===== src/hdl/rie_pkg.sv =====
// Purpose: constants for the 16-bit instruction execute block
// Assumes: one clock, byte-addressed data memory with 16-bit words
// Notes:   field positions and major codes used by the core, alu operations shared with the alu
package rie_pkg;
   // ======================================================================
   // field layout
   localparam int unsigned OP_HI   = 15;
   localparam int unsigned OP_LO   = 11;
   localparam int unsigned SA_HI   = 10;
   localparam int unsigned SA_LO   = 8;
   localparam int unsigned RD_HI   = 7;
   localparam int unsigned RD_LO   = 5;
   localparam int unsigned SRCB_HI = 4;
   localparam int unsigned SRCB_LO = 2;
   localparam int unsigned FN_HI   = 1;
   localparam int unsigned FN_LO   = 0;
   localparam int unsigned I5_HI   = 4;
   localparam int unsigned I8_HI   = 7;
   localparam int unsigned I11_HI  = 10;
   localparam int unsigned LINK_REG = 7;
   localparam logic [15:0] RESET_FETCH = 16'h0000;
   localparam logic [15:0] FETCH_STEP  = 16'h0002;
   // ======================================================================
   // major codes
   localparam logic [4:0] OP_SHIFT = 5'h00;
   localparam logic [4:0] OP_LOG   = 5'h01;
   localparam logic [4:0] OP_ARITH = 5'h02;
   localparam logic [4:0] OP_MULDV = 5'h03;
   localparam logic [4:0] OP_LOAD  = 5'h04;
   localparam logic [4:0] OP_STORE = 5'h05;
   localparam logic [4:0] OP_SPEC  = 5'h06;
   localparam logic [4:0] OP_SLLC  = 5'h07;
   localparam logic [4:0] OP_SRLC  = 5'h08;
   localparam logic [4:0] OP_SRAC  = 5'h09;
   localparam logic [4:0] OP_ANDC  = 5'h0A;
   localparam logic [4:0] OP_ORC   = 5'h0B;
   localparam logic [4:0] OP_NORC  = 5'h0C;
   localparam logic [4:0] OP_XORC  = 5'h0D;
   localparam logic [4:0] OP_ADDC  = 5'h0E;
   localparam logic [4:0] OP_SLTC  = 5'h0F;
   localparam logic [4:0] OP_SLTUC = 5'h10;
   localparam logic [4:0] OP_LDC   = 5'h11;
   localparam logic [4:0] OP_BZERO = 5'h12;
   localparam logic [4:0] OP_BNZ   = 5'h13;
   localparam logic [4:0] OP_BGEZ  = 5'h14;
   localparam logic [4:0] OP_BLTZ  = 5'h15;
   localparam logic [4:0] OP_GOTO  = 5'h16;
   localparam logic [4:0] OP_CALL  = 5'h17;
   localparam logic [4:0] OP_HALT  = 5'h18;
   localparam logic [4:0] OP_PFX   = 5'h19;
   localparam logic [4:0] OP_TRAP  = 5'h1A;
   // ======================================================================
   // sub codes
   localparam logic [1:0] FN_0 = 2'h0;
   localparam logic [1:0] FN_1 = 2'h1;
   localparam logic [1:0] FN_2 = 2'h2;
   localparam logic [1:0] FN_3 = 2'h3;
   // ======================================================================
   // alu operations
   typedef enum logic [3:0] {
      ALU_ADD, ALU_SUB, ALU_SLT, ALU_SLTU, ALU_AND, ALU_OR, ALU_NOR,
      ALU_XOR, ALU_SLL, ALU_SRL, ALU_SRA, ALU_PASSB
   } rie_alu_t;
endpackage


===== src/hdl/rie_alu.sv =====
// Purpose: 16-bit arithmetic, logic, shift and compare unit
// Assumes: purely combinational, operands from the same clock
// Notes:   shifts use the low four bits of operand b
`timescale 1ns/1ps
module rie_alu (
   input  wire logic [3:0]  op,    // operation, rie_alu_t encoding
   input  wire logic [15:0] a,     // first operand
   input  wire logic [15:0] b,     // second operand
   output logic      [15:0] y      // result
);
   logic [3:0] amt;
   assign amt = b[3:0];

   always_comb begin
      case (rie_pkg::rie_alu_t'(op))
         rie_pkg::ALU_ADD:   y = a + b;
         rie_pkg::ALU_SUB:   y = a - b;
         rie_pkg::ALU_SLT:   y = {15'h0000, ($signed(a) < $signed(b))};
         rie_pkg::ALU_SLTU:  y = {15'h0000, (a < b)};
         rie_pkg::ALU_AND:   y = a & b;
         rie_pkg::ALU_OR:    y = a | b;
         rie_pkg::ALU_NOR:   y = ~(a | b);
         rie_pkg::ALU_XOR:   y = a ^ b;
         rie_pkg::ALU_SLL:   y = a << amt;
         rie_pkg::ALU_SRL:   y = a >> amt;
         rie_pkg::ALU_SRA:   y = $unsigned($signed(a) >>> amt);
         rie_pkg::ALU_PASSB: y = b;
         default:            y = 16'h0000;
      endcase
   end
endmodule


===== src/hdl/rie_core.sv =====
// Purpose: decode and execute of the 16-bit load-store instruction set
// Assumes: instruction memory answers combinationally at fetch_pointer;
//          data memory read data is combinational for the current address
// Notes:   one instruction per clock while not halted; resume by restart_in
`timescale 1ns/1ps
module rie_core #(
   parameter int unsigned NREG = 8                 // working registers
) (
   input  wire logic        clk,                   // core clock, 40 MHz
   input  wire logic        rst_n,                 // async reset, low
   input  wire logic [15:0] instr_in,              // instruction word at fetch_pointer
   input  wire logic [15:0] dmem_rdata,            // data memory read word
   input  wire logic        restart_in,            // external restart from debug
   output logic      [15:0] fetch_pointer,         // instruction address
   output logic      [15:0] dmem_addr,             // data memory byte address
   output logic      [15:0] dmem_wdata,            // data memory write word
   output logic      [1:0]  dmem_we,               // byte write enables, [1] high byte
   output logic             dmem_re,               // data memory read strobe
   output logic             debug_mode,            // halted in debug
   output logic             retire_out             // one instruction executed
);
   // ======================================================================
   // state
   typedef enum logic {RIE_RUN, RIE_HALT} rie_state_t;
   rie_state_t  state_reg, state_next;
   logic [15:0] working_register [NREG];
   logic [15:0] fetch_reg, fetch_next;
   logic [10:0] pfx_reg;
   logic        pfx_valid_reg;
   logic        restart_s1_reg, restart_s2_reg;
   logic [15:0] daddr_reg, dwdata_reg;
   logic [1:0]  dwe_reg;
   logic        dre_reg, retire_reg, debug_reg;

   // ======================================================================
   // field decode
   // 16-bit word, 3-bit indices
   logic [4:0]  major;
   logic [2:0]  source_a_index, dest_index, source_b_index;
   logic [1:0]  subop;
   logic [4:0]  imm5;
   logic [7:0]  imm8;
   logic [10:0] imm11;
   assign major          = instr_in[rie_pkg::OP_HI:rie_pkg::OP_LO];
   assign source_a_index = instr_in[rie_pkg::SA_HI:rie_pkg::SA_LO];
   assign dest_index     = instr_in[rie_pkg::RD_HI:rie_pkg::RD_LO];
   assign source_b_index = instr_in[rie_pkg::SRCB_HI:rie_pkg::SRCB_LO];
   assign subop          = instr_in[rie_pkg::FN_HI:rie_pkg::FN_LO];
   assign imm5           = instr_in[rie_pkg::I5_HI:0];
   assign imm8           = instr_in[rie_pkg::I8_HI:0];
   assign imm11          = instr_in[rie_pkg::I11_HI:0];

   logic [15:0] src_a, src_b;
   assign src_a = working_register[source_a_index];
   assign src_b = working_register[source_b_index];

   logic [15:0] imm5_ext, imm8_ext;
   assign imm5_ext = pfx_valid_reg ? {pfx_reg, imm5} : {{11{imm5[4]}}, imm5};
   assign imm8_ext = pfx_valid_reg ? {pfx_reg, imm8[4:0]} : {{8{imm8[7]}}, imm8};

   // ======================================================================
   // instruction classes
   wire running     = (state_reg == RIE_RUN);
   wire is_shift_r  = (major == rie_pkg::OP_SHIFT) && (subop != rie_pkg::FN_0);
   wire is_log_r    = (major == rie_pkg::OP_LOG);
   wire is_arith_r  = (major == rie_pkg::OP_ARITH);
   wire is_shift_c  = (major == rie_pkg::OP_SLLC) || (major == rie_pkg::OP_SRLC)
                      || (major == rie_pkg::OP_SRAC);
   wire is_imm_alu  = (major >= rie_pkg::OP_ANDC) && (major <= rie_pkg::OP_SLTUC);
   wire is_ldc      = (major == rie_pkg::OP_LDC) && (source_a_index == 3'h0);
   wire is_load     = (major == rie_pkg::OP_LOAD) && (subop != rie_pkg::FN_3);
   wire is_store    = (major == rie_pkg::OP_STORE)
                      && ((subop == rie_pkg::FN_0) || (subop == rie_pkg::FN_1));
   wire is_rgoto    = (major == rie_pkg::OP_SPEC) && (subop == rie_pkg::FN_0);
   wire is_branch   = (major >= rie_pkg::OP_BZERO) && (major <= rie_pkg::OP_BLTZ);
   wire is_goto     = (major == rie_pkg::OP_GOTO);
   wire is_call     = (major == rie_pkg::OP_CALL);
   wire is_halt     = (major == rie_pkg::OP_HALT);
   wire is_pfx      = (major == rie_pkg::OP_PFX);

   // ======================================================================
   // alu operation select
   logic [3:0]  alu_op;
   logic [15:0] alu_b, alu_y;
   assign alu_op =
      is_arith_r ? 4'(rie_pkg::ALU_ADD + subop) :
      is_log_r   ? 4'(rie_pkg::ALU_AND + subop) :
      is_shift_r ? 4'(rie_pkg::ALU_SLL + subop - 2'h1) :
      is_shift_c ? 4'(rie_pkg::ALU_SLL + (major - rie_pkg::OP_SLLC)) :
      (major == rie_pkg::OP_ADDC)  ? 4'(rie_pkg::ALU_ADD)  :
      (major == rie_pkg::OP_ANDC)  ? 4'(rie_pkg::ALU_AND)  :
      (major == rie_pkg::OP_ORC)   ? 4'(rie_pkg::ALU_OR)   :
      (major == rie_pkg::OP_NORC)  ? 4'(rie_pkg::ALU_NOR)  :
      (major == rie_pkg::OP_XORC)  ? 4'(rie_pkg::ALU_XOR)  :
      (major == rie_pkg::OP_SLTC)  ? 4'(rie_pkg::ALU_SLT)  :
      (major == rie_pkg::OP_SLTUC) ? 4'(rie_pkg::ALU_SLTU) :
      4'(rie_pkg::ALU_PASSB);
   assign alu_b = (is_arith_r || is_log_r || is_shift_r) ? src_b : imm5_ext;

   rie_alu u_alu (
      .op (alu_op),
      .a  (src_a),
      .b  (alu_b),
      .y  (alu_y)
   );

   // ======================================================================
   // load data shaping
   // byte signed, unsigned, word
   logic [7:0]  load_byte;
   logic [15:0] load_val;
   assign load_byte = src_a[0] ? dmem_rdata[15:8] : dmem_rdata[7:0];
   assign load_val  = (subop == rie_pkg::FN_0) ? {{8{load_byte[7]}}, load_byte} :
                      (subop == rie_pkg::FN_1) ? {8'h00, load_byte} : dmem_rdata;

   // ======================================================================
   // register write back
   // mult/div left out
   logic        wb_en;
   logic [2:0]  wb_idx;
   logic [15:0] wb_val;
   logic [15:0] link_val;
   assign link_val = fetch_reg + rie_pkg::FETCH_STEP;
   assign wb_en  = running && (is_shift_r || is_log_r || is_arith_r || is_shift_c
                   || is_imm_alu || is_ldc || is_load || is_call);
   assign wb_idx = is_call ? 3'(rie_pkg::LINK_REG) : dest_index;
   assign wb_val = is_call ? link_val :
                   is_load ? load_val :
                   is_ldc  ? imm5_ext : alu_y;

   // ======================================================================
   // next fetch pointer
   logic        br_taken;
   logic [15:0] br_target, jmp_target;
   assign br_taken = (major == rie_pkg::OP_BZERO) ? (src_a == 16'h0000) :
                     (major == rie_pkg::OP_BNZ)  ? (src_a != 16'h0000) :
                     (major == rie_pkg::OP_BGEZ) ? !src_a[15] : src_a[15];
   assign br_target  = fetch_reg + {imm8_ext[14:0], 1'b0};
   assign jmp_target = {fetch_reg[15:12], imm11, 1'b0};

   always_comb begin
      fetch_next = fetch_reg;
      if (running && !is_halt) begin
         if (is_branch && br_taken) begin
            fetch_next = br_target;
         end else if (is_goto || is_call) begin
            fetch_next = jmp_target;
         end else if (is_rgoto) begin
            fetch_next = {src_a[15:1], 1'b0};
         end else begin
            fetch_next = link_val;
         end
      end
   end

   // ======================================================================
   // halt state
   // halt until restart
   always_comb begin
      case (state_reg)
         RIE_RUN:  state_next = is_halt ? RIE_HALT : RIE_RUN;
         RIE_HALT: state_next = restart_s2_reg ? RIE_RUN : RIE_HALT;
         default:  state_next = RIE_RUN;
      endcase
   end

   // ======================================================================
   // memory request, registered
   // aligned address for word accesses, byte accesses keep src_a
   wire [15:0] mem_addr_c = (is_store && subop == rie_pkg::FN_1)
                            || (is_load && subop == rie_pkg::FN_2)
                            ? {src_a[15:1], 1'b0} : src_a;
   wire [1:0]  we_c = !(running && is_store) ? 2'b00 :
                      (subop == rie_pkg::FN_1) ? 2'b11 :
                      (src_a[0] ? 2'b10 : 2'b01);
   wire [15:0] wd_c = (subop == rie_pkg::FN_1) ? src_b : {src_b[7:0], src_b[7:0]};

   // ======================================================================
   // sequential state
   always_ff @(posedge clk or negedge rst_n) begin
      if (!rst_n) begin
         state_reg      <= RIE_RUN;
         fetch_reg      <= rie_pkg::RESET_FETCH;
         restart_s1_reg <= 1'b0;
         restart_s2_reg <= 1'b0;
         debug_reg      <= 1'b0;
      end else begin
         state_reg      <= state_next;
         fetch_reg      <= fetch_next;
         restart_s1_reg <= restart_in;
         restart_s2_reg <= restart_s1_reg;
         debug_reg      <= (state_next == RIE_HALT);
      end
   end

   always_ff @(posedge clk or negedge rst_n) begin
      if (!rst_n) begin
         pfx_reg       <= 11'h000;
         pfx_valid_reg <= 1'b0;
      end else if (running) begin
         pfx_reg       <= imm11;
         pfx_valid_reg <= is_pfx;
      end
   end

   always_ff @(posedge clk or negedge rst_n) begin
      if (!rst_n) begin
         daddr_reg  <= 16'h0000;
         dwdata_reg <= 16'h0000;
         dwe_reg    <= 2'b00;
         dre_reg    <= 1'b0;
         retire_reg <= 1'b0;
      end else begin
         daddr_reg  <= mem_addr_c;
         dwdata_reg <= wd_c;
         dwe_reg    <= we_c;
         dre_reg    <= running && is_load;
         retire_reg <= running;
      end
   end

   // one generate loop over the register file
   genvar gi;
   generate
      for (gi = 0; gi < NREG; gi++) begin : g_reg
         always_ff @(posedge clk or negedge rst_n) begin
            if (!rst_n) begin
               working_register[gi] <= 16'h0000;
            end else if (wb_en && wb_idx == 3'(gi)) begin
               working_register[gi] <= wb_val;
            end
         end
      end
   endgenerate

   assign fetch_pointer = fetch_reg;
   assign dmem_addr     = daddr_reg;
   assign dmem_wdata    = dwdata_reg;
   assign dmem_we       = dwe_reg;
   assign dmem_re       = dre_reg;
   assign debug_mode    = debug_reg;
   assign retire_out    = retire_reg;

   // ======================================================================
   // checks
   AST_CALL_LINK: assert property (@(posedge clk) disable iff (!rst_n)
      running && is_call |=> working_register[rie_pkg::LINK_REG] == $past(fetch_reg) + 16'h0002)
      else $error("call did not link pointer plus two");
   AST_GOTO_PAGE: assert property (@(posedge clk) disable iff (!rst_n)
      running && is_goto |=> fetch_reg[15:12] == $past(fetch_reg[15:12]) && !fetch_reg[0])
      else $error("goto left its page");
   AST_RGOTO_ALIGN: assert property (@(posedge clk) disable iff (!rst_n)
      running && is_rgoto |=> fetch_reg == {$past(src_a[15:1]), 1'b0})
      else $error("register goto target wrong");
   AST_HALT_HOLD: assert property (@(posedge clk) disable iff (!rst_n)
      running && is_halt |=> debug_mode && fetch_reg == $past(fetch_reg))
      else $error("halt did not stop execution");
   AST_HALT_NOWB: assert property (@(posedge clk) disable iff (!rst_n)
      !running |=> $stable(fetch_reg) && dmem_we == 2'b00 && !dmem_re && !retire_out)
      else $error("state changed while halted");
   AST_ZERO_FALL: assert property (@(posedge clk) disable iff (!rst_n)
      running && major == rie_pkg::OP_BZERO && src_a != 16'h0000 |=>
      fetch_reg == $past(fetch_reg) + 16'h0002)
      else $error("zero branch taken wrongly");
   AST_SLT_BOOL: assert property (@(posedge clk) disable iff (!rst_n)
      wb_en && (is_arith_r && subop[1]) |-> wb_val inside {16'h0000, 16'h0001})
      else $error("compare result not one or zero");
   AST_WORD_ALIGN: assert property (@(posedge clk) disable iff (!rst_n)
      running && is_load && subop == rie_pkg::FN_2 |=> dmem_re && !dmem_addr[0])
      else $error("word load address not aligned");
   AST_WSTORE_BOTH: assert property (@(posedge clk) disable iff (!rst_n)
      running && is_store && subop == rie_pkg::FN_1 |=> dmem_we == 2'b11 && !dmem_addr[0])
      else $error("word store enables wrong");
   AST_RESERVED: assert property (@(posedge clk) disable iff (!rst_n)
      major >= 5'h1A || major == rie_pkg::OP_MULDV |-> !wb_en)
      else $error("reserved code wrote a register");
   AST_PFX_ONCE: assert property (@(posedge clk) disable iff (!rst_n)
      running && !is_pfx |=> !pfx_valid_reg)
      else $error("prefix lived past next instruction");
   AST_RESV_IDLE: assert property (@(posedge clk) disable iff (!rst_n)
      running && major == rie_pkg::OP_TRAP |=> fetch_reg == $past(fetch_reg) + 16'h0002)
      else $error("reserved code did not act as idle");
   AST_LOAD_STROBE: assert property (@(posedge clk) disable iff (!rst_n)
      running && is_load |=> dmem_re && dmem_we == 2'b00)
      else $error("load did not raise read strobe");
   AST_RETIRE: assert property (@(posedge clk) disable iff (!rst_n)
      running |=> retire_out)
      else $error("executed instruction not retired");
   AST_ADD_WRAP: assert property (@(posedge clk) disable iff (!rst_n)
      wb_en && is_arith_r && subop == rie_pkg::FN_0 |-> wb_val == 16'(src_a + src_b))
      else $error("sum did not wrap in sixteen bits");
   AST_SRA_FILL: assert property (@(posedge clk) disable iff (!rst_n)
      wb_en && major == rie_pkg::OP_SRAC && src_a[15] |-> wb_val[15])
      else $error("arithmetic shift lost the sign");
   AST_BR_TAKEN: assert property (@(posedge clk) disable iff (!rst_n)
      running && major == rie_pkg::OP_BNZ && src_a != 16'h0000 && !pfx_valid_reg |=>
      fetch_reg == $past(fetch_reg) + {{7{$past(imm8[7])}}, $past(imm8), 1'b0})
      else $error("nonzero branch not taken");
endmodule


===== config.mk =====
export PLATFORM = sky130hd
export DESIGN_NAME = rie_core
export DESIGN_NICKNAME = d
export VERILOG_FILES = /design/src/hdl/rie_pkg.sv /design/src/hdl/rie_alu.sv /design/src/hdl/rie_core.sv
export SDC_FILE = /design/constraint.sdc
export NUM_CORES = 1
export LEC_CHECK = 0
export BUFFER_PORTS_ARGS = -buffer_cell sky130_fd_sc_hd__buf_2
export CORE_MARGIN = 2
export CORE_UTILIZATION = 24
export CTS_BUF_LIST = sky130_fd_sc_hd__clkbuf_16
export CTS_CLUSTER_SIZE = 30
export DETAILED_ROUTE_END_ITERATION = 10
export PLACE_DENSITY = 0.43
export SLEW_MARGIN = 40
export SYNTH_ARGS = -nofsm -noshare
export SYNTH_HDL_FRONTEND = slang
export SYNTH_SLANG_ARGS = --single-unit

===== constraint.sdc =====
create_clock -name clk -period 6.99 [get_ports clk]
set_input_delay 1.398 -clock clk [delete_from_list [all_inputs] [get_ports clk]]
set_output_delay 1.398 -clock clk [all_outputs]
set_load 0.02 [all_outputs]

==> summary.md <==
| Metric | Value |
|---|---|
| Status | `complete, no violations` |
| Lkg Pwr | `about 8.3 nW` |
| DP Area | `approximately 18,000 um2` |
| Routed WL per cell | `between 20 and 30 um` |
| 1st-pass router iterations | `5` |
| Final setup margin | `0.626 ns` |
| Initial core utilization | `0.244` |
| Biggest cell delay along the critical path | `0.52 ns` |
| Post-synthesis sequential area ratio | `0.302` |
| Root Driver | `clkbuf_16` |
| Maximum VDD drop | `~0.19 mV` |
| Synth top area share | `0.302` |
| Crit-path slowest cell | `or3b_2` |
| Max H-tree Level | `4` |
| Filler cells | `6,970` |
| Top reg by flops | `working_register` |
| Buf+Inv Stages, Crit Path | `3` |
| Post-layout nets | `1,976` |
| Clk_lat worst skew | `around 0.52 ns` |
| Critical-path cell list | `buf_2, buf_4, mux4_2, mux2_2, ha_1, or3b_2, o2111a_1, o311ai_0, a221oi_1, buf_4, o311ai_0, a21boi_0, a21o_1, nand3_1, a21oi_1, mux2_2` |
| Final period utilization | `0.910` |
| Core footprint | `approximately 66,000 um2` |
| DIE HEIGHT | `about 260 um` |
| Worst min path class | `flop to flop` |
| Maximum achievable frequency | `between 150 and 200 MHz` |
| Vias per inst | `around 5.6` |
| Remaining antenna violation count | `0` |
| Vias in the first global route | `between 15,000 and 20,000` |
| CTS tree | `done` |
| # hold bufs at CTS | `0` |
| Row count | `94` |
| Fin crit period | `about 6.4 ns` |
| Initial DRC count | `1,486` |
| Max-cap viol count | `0` |
| Clk slew on worst S/H paths | `approximately 0.080 ns` |
| CP arrival | `approximately 6.8 ns` |
| Area Growth Syn to Fin | `17.8%` |
| Max reg flops | `128` |
| Leading area contributor after synthesis | `dfrtp_1` |
| Setup TNS | `0 ns` |
| Clock buffer depth | `2` |
| CP Data Required Time | `7.43 ns` |
| Asr flop ratio synth | `1.00` |
| RSZ-0062 raised after global routing | `no` |
| EDFF count, synth | `0` |
| Cell Pwr Density | `between 300 and 400 nW/um2` |
| Slew Viols, Final | `0` |
| I/O Buffers | `86` |
| Post-synthesis register bit count | `~190` |
| # clock sinks | `194` |
| Fin area | `~19,000 um2` |
| Vias | `~15,000` |
| Synthesized area per cell | `9.27 um2` |
| Grt ovf | `0` |
| Most frequent cells in the layout | `194 x dfrtp_1, 169 x nand2_1, 127 x mux2_2` |
| Detailed-route wire length | `around 79,000 um` |
| Mapped Area | `16,100 um2` |
| Die X-Extent | `263 um` |
| Io pins | `~90` |
| GRT Overall Usage | `0.227` |
| Share of layout cells above drive strength 1 | `0.252` |
| Setup Crit Path Kind | `input port to flop` |
| Post-cts sizing count | `0` |
| Initial antenna violation count | `3` |
| Syn. warnings | `0` |
| Drt drc | `0` |
| Dominant synthesized flop cell | `dfrtp_1` |
| HPWL after detailed placement | `approximately 60,000 um` |
| Max-slew headroom | `0.360` |
| Skew final | `approximately 0.031 ns` |
| Final Hold Vio Count | `0` |
| Buffers inserted by post-CTS timing repair | `0` |
| CTS Buf Count | `17` |
| Area of the die | `69,000 um2` |
| Worst Setup End Kind | `flop` |
| Syn_nets | `around 1,900` |
| First-pass GRT wire length | `~110,000 um` |
| Gate count after technology mapping | `approximately 1,700` |
| CP delay by family, top | `compound AO/OA/AOI/OAI gates` |
| Routability congestion estimate | `roughly 0.99` |
| Largest net degree at the start of global routing | `84` |
| Crit path max fanout | `12` |
| Top cells by area, synth | `dfrtp_1 30%, mux2_2 8.9%, mux4_2 6.4%` |
| Most common cell after layout, fill and taps aside | `dfrtp_1` |
| Place WS | `around 0.22 ns` |
| Post-synthesis cell type count | `between 90 and 100` |
| Worst Setup Start Kind | `input port` |
| Least-Margin Pin Slew | `~0.94 ns` |
| Finish-stage setup viols | `0` |
routing by layer:
metal / track usage / wire length, um
met5: 0 / 0
met4: 0.0926 / 3040
met3: 0.0364 / 4770
met2: 0.362 / 35900
met1: 0.306 / 35000
synth_stat cells, drive strengths merged (13+ instances only):
| library cell | instances |
|---|---|
| buf | 48 |
| nand2 | 170 |
| mux2i | 94 |
| nand2b | 17 |
| a21oi | 90 |
| o221ai | 15 |
| a22oi | 13 |
| a31oi | 26 |
| clkbuf | 66 |
| dfrtp | 194 |
| mux4 | 46 |
| inv | 74 |
| a211o | 18 |
| a211oi | 21 |
| ha | 79 |
| o21a | 14 |
| o21ai | 105 |
| nor4 | 14 |
| nor3 | 47 |
| mux2 | 132 |
| nand4 | 14 |
| xnor2 | 33 |
| a21o | 24 |
| o211ai | 19 |
| o22ai | 25 |
| nand3 | 34 |
| o31ai | 16 |
| nor2 | 111 |
logic make-up (layout without fill, tap and decap cells):
group                      count (synthesis)  in the layout  synth area share
AOI/OAI and AO/OA                        484            484             0.205
and+or+nand+nor                          467            467             0.136
muxes                                    272            272             0.218
DFF                                      194            194             0.302
buffers and inverters                    190            327            0.0487
adders and majority gates                 82             82            0.0653
xor gates and xnor gates                  44             44            0.0240
other                                      1              2          0.000233
final cells by class:
class,count,area [um2],share of cell area
well taps,864,1080,0.0571
clock inverters,14,211,0.0112
flip-flops and latches,194,4850,0.256
clock buffers,17,425,0.0225
repair buffers,220,1540,0.0815
diodes,1,2.50,0.000132
multi-input cells,1350,10500,0.556
inverters,76,285,0.0151
worst reg2reg max path, stage by stage, from the launching register on:
cell and delay, ns:
dfrtp_1 0.33, buf_4 0.22, nand2b_1 0.44, buf_4 0.25, nand2_1 0.11, o21ai_0 0.62, inv_1 0.10, ha_1 0.49
nand3_1 0.19, o311ai_0 0.49, a221oi_1 0.16, buf_4 0.18, o311ai_0 0.26, a21boi_0 0.29, a21o_1 0.15, nand3_1 0.24
a21oi_1 0.50, mux2_2 0.25
through the flow:
step                total power [mW]   util  hold WS (ns)  cells
finish                          7.10  0.287         0.350   2736
global route                    7.50  0.287         0.373   2735
CTS                             7.07  0.286         0.353   2732
detailed placement              5.91  0.277         0.336   2701
global placement                5.90  0.275         0.333   2699
floorplan                       4.35      -         0.331   1734
path summary, 6_finish.rpt:
| kind | start | end | slack (ns) | depth (start not counted) |
|---|---|---|---|---|
| worst max-delay path | instr_in[9] | working_register[95]$_DFFE_PN0P_ | 0.63 | 16 |
| worst min-delay path | restart_s1_reg$_DFF_PN0_ | restart_s2_reg$_DFF_PN0_ | 0.35 | 0 |
| worst max register to register | pfx_valid_reg$_DFFE_PN0N_ | working_register[95]$_DFFE_PN0P_ | 1.68 | 17 |
| worst min register to register | restart_s1_reg$_DFF_PN0_ | restart_s2_reg$_DFF_PN0_ | 0.35 | 0 |
| max in group asynchronous | rst_n | fetch_pointer[2]$_DFFE_PN0P_ | 4.82 | 3 |
| min in group asynchronous | rst_n | working_register[23]$_DFFE_PN0P_ | 0.94 | 1 |
report_power, final:
part           total [mW]  internal [mW]  leakage [nW]  switching (mW)
Combinational        3.94           1.58          5.51            2.36
Sequential           2.04           1.61          2.43           0.424
Clock                1.11          0.581         0.312           0.533
Total                7.10           3.78          8.26            3.32
Note: power is estimated with default switching activity, not from simulation.
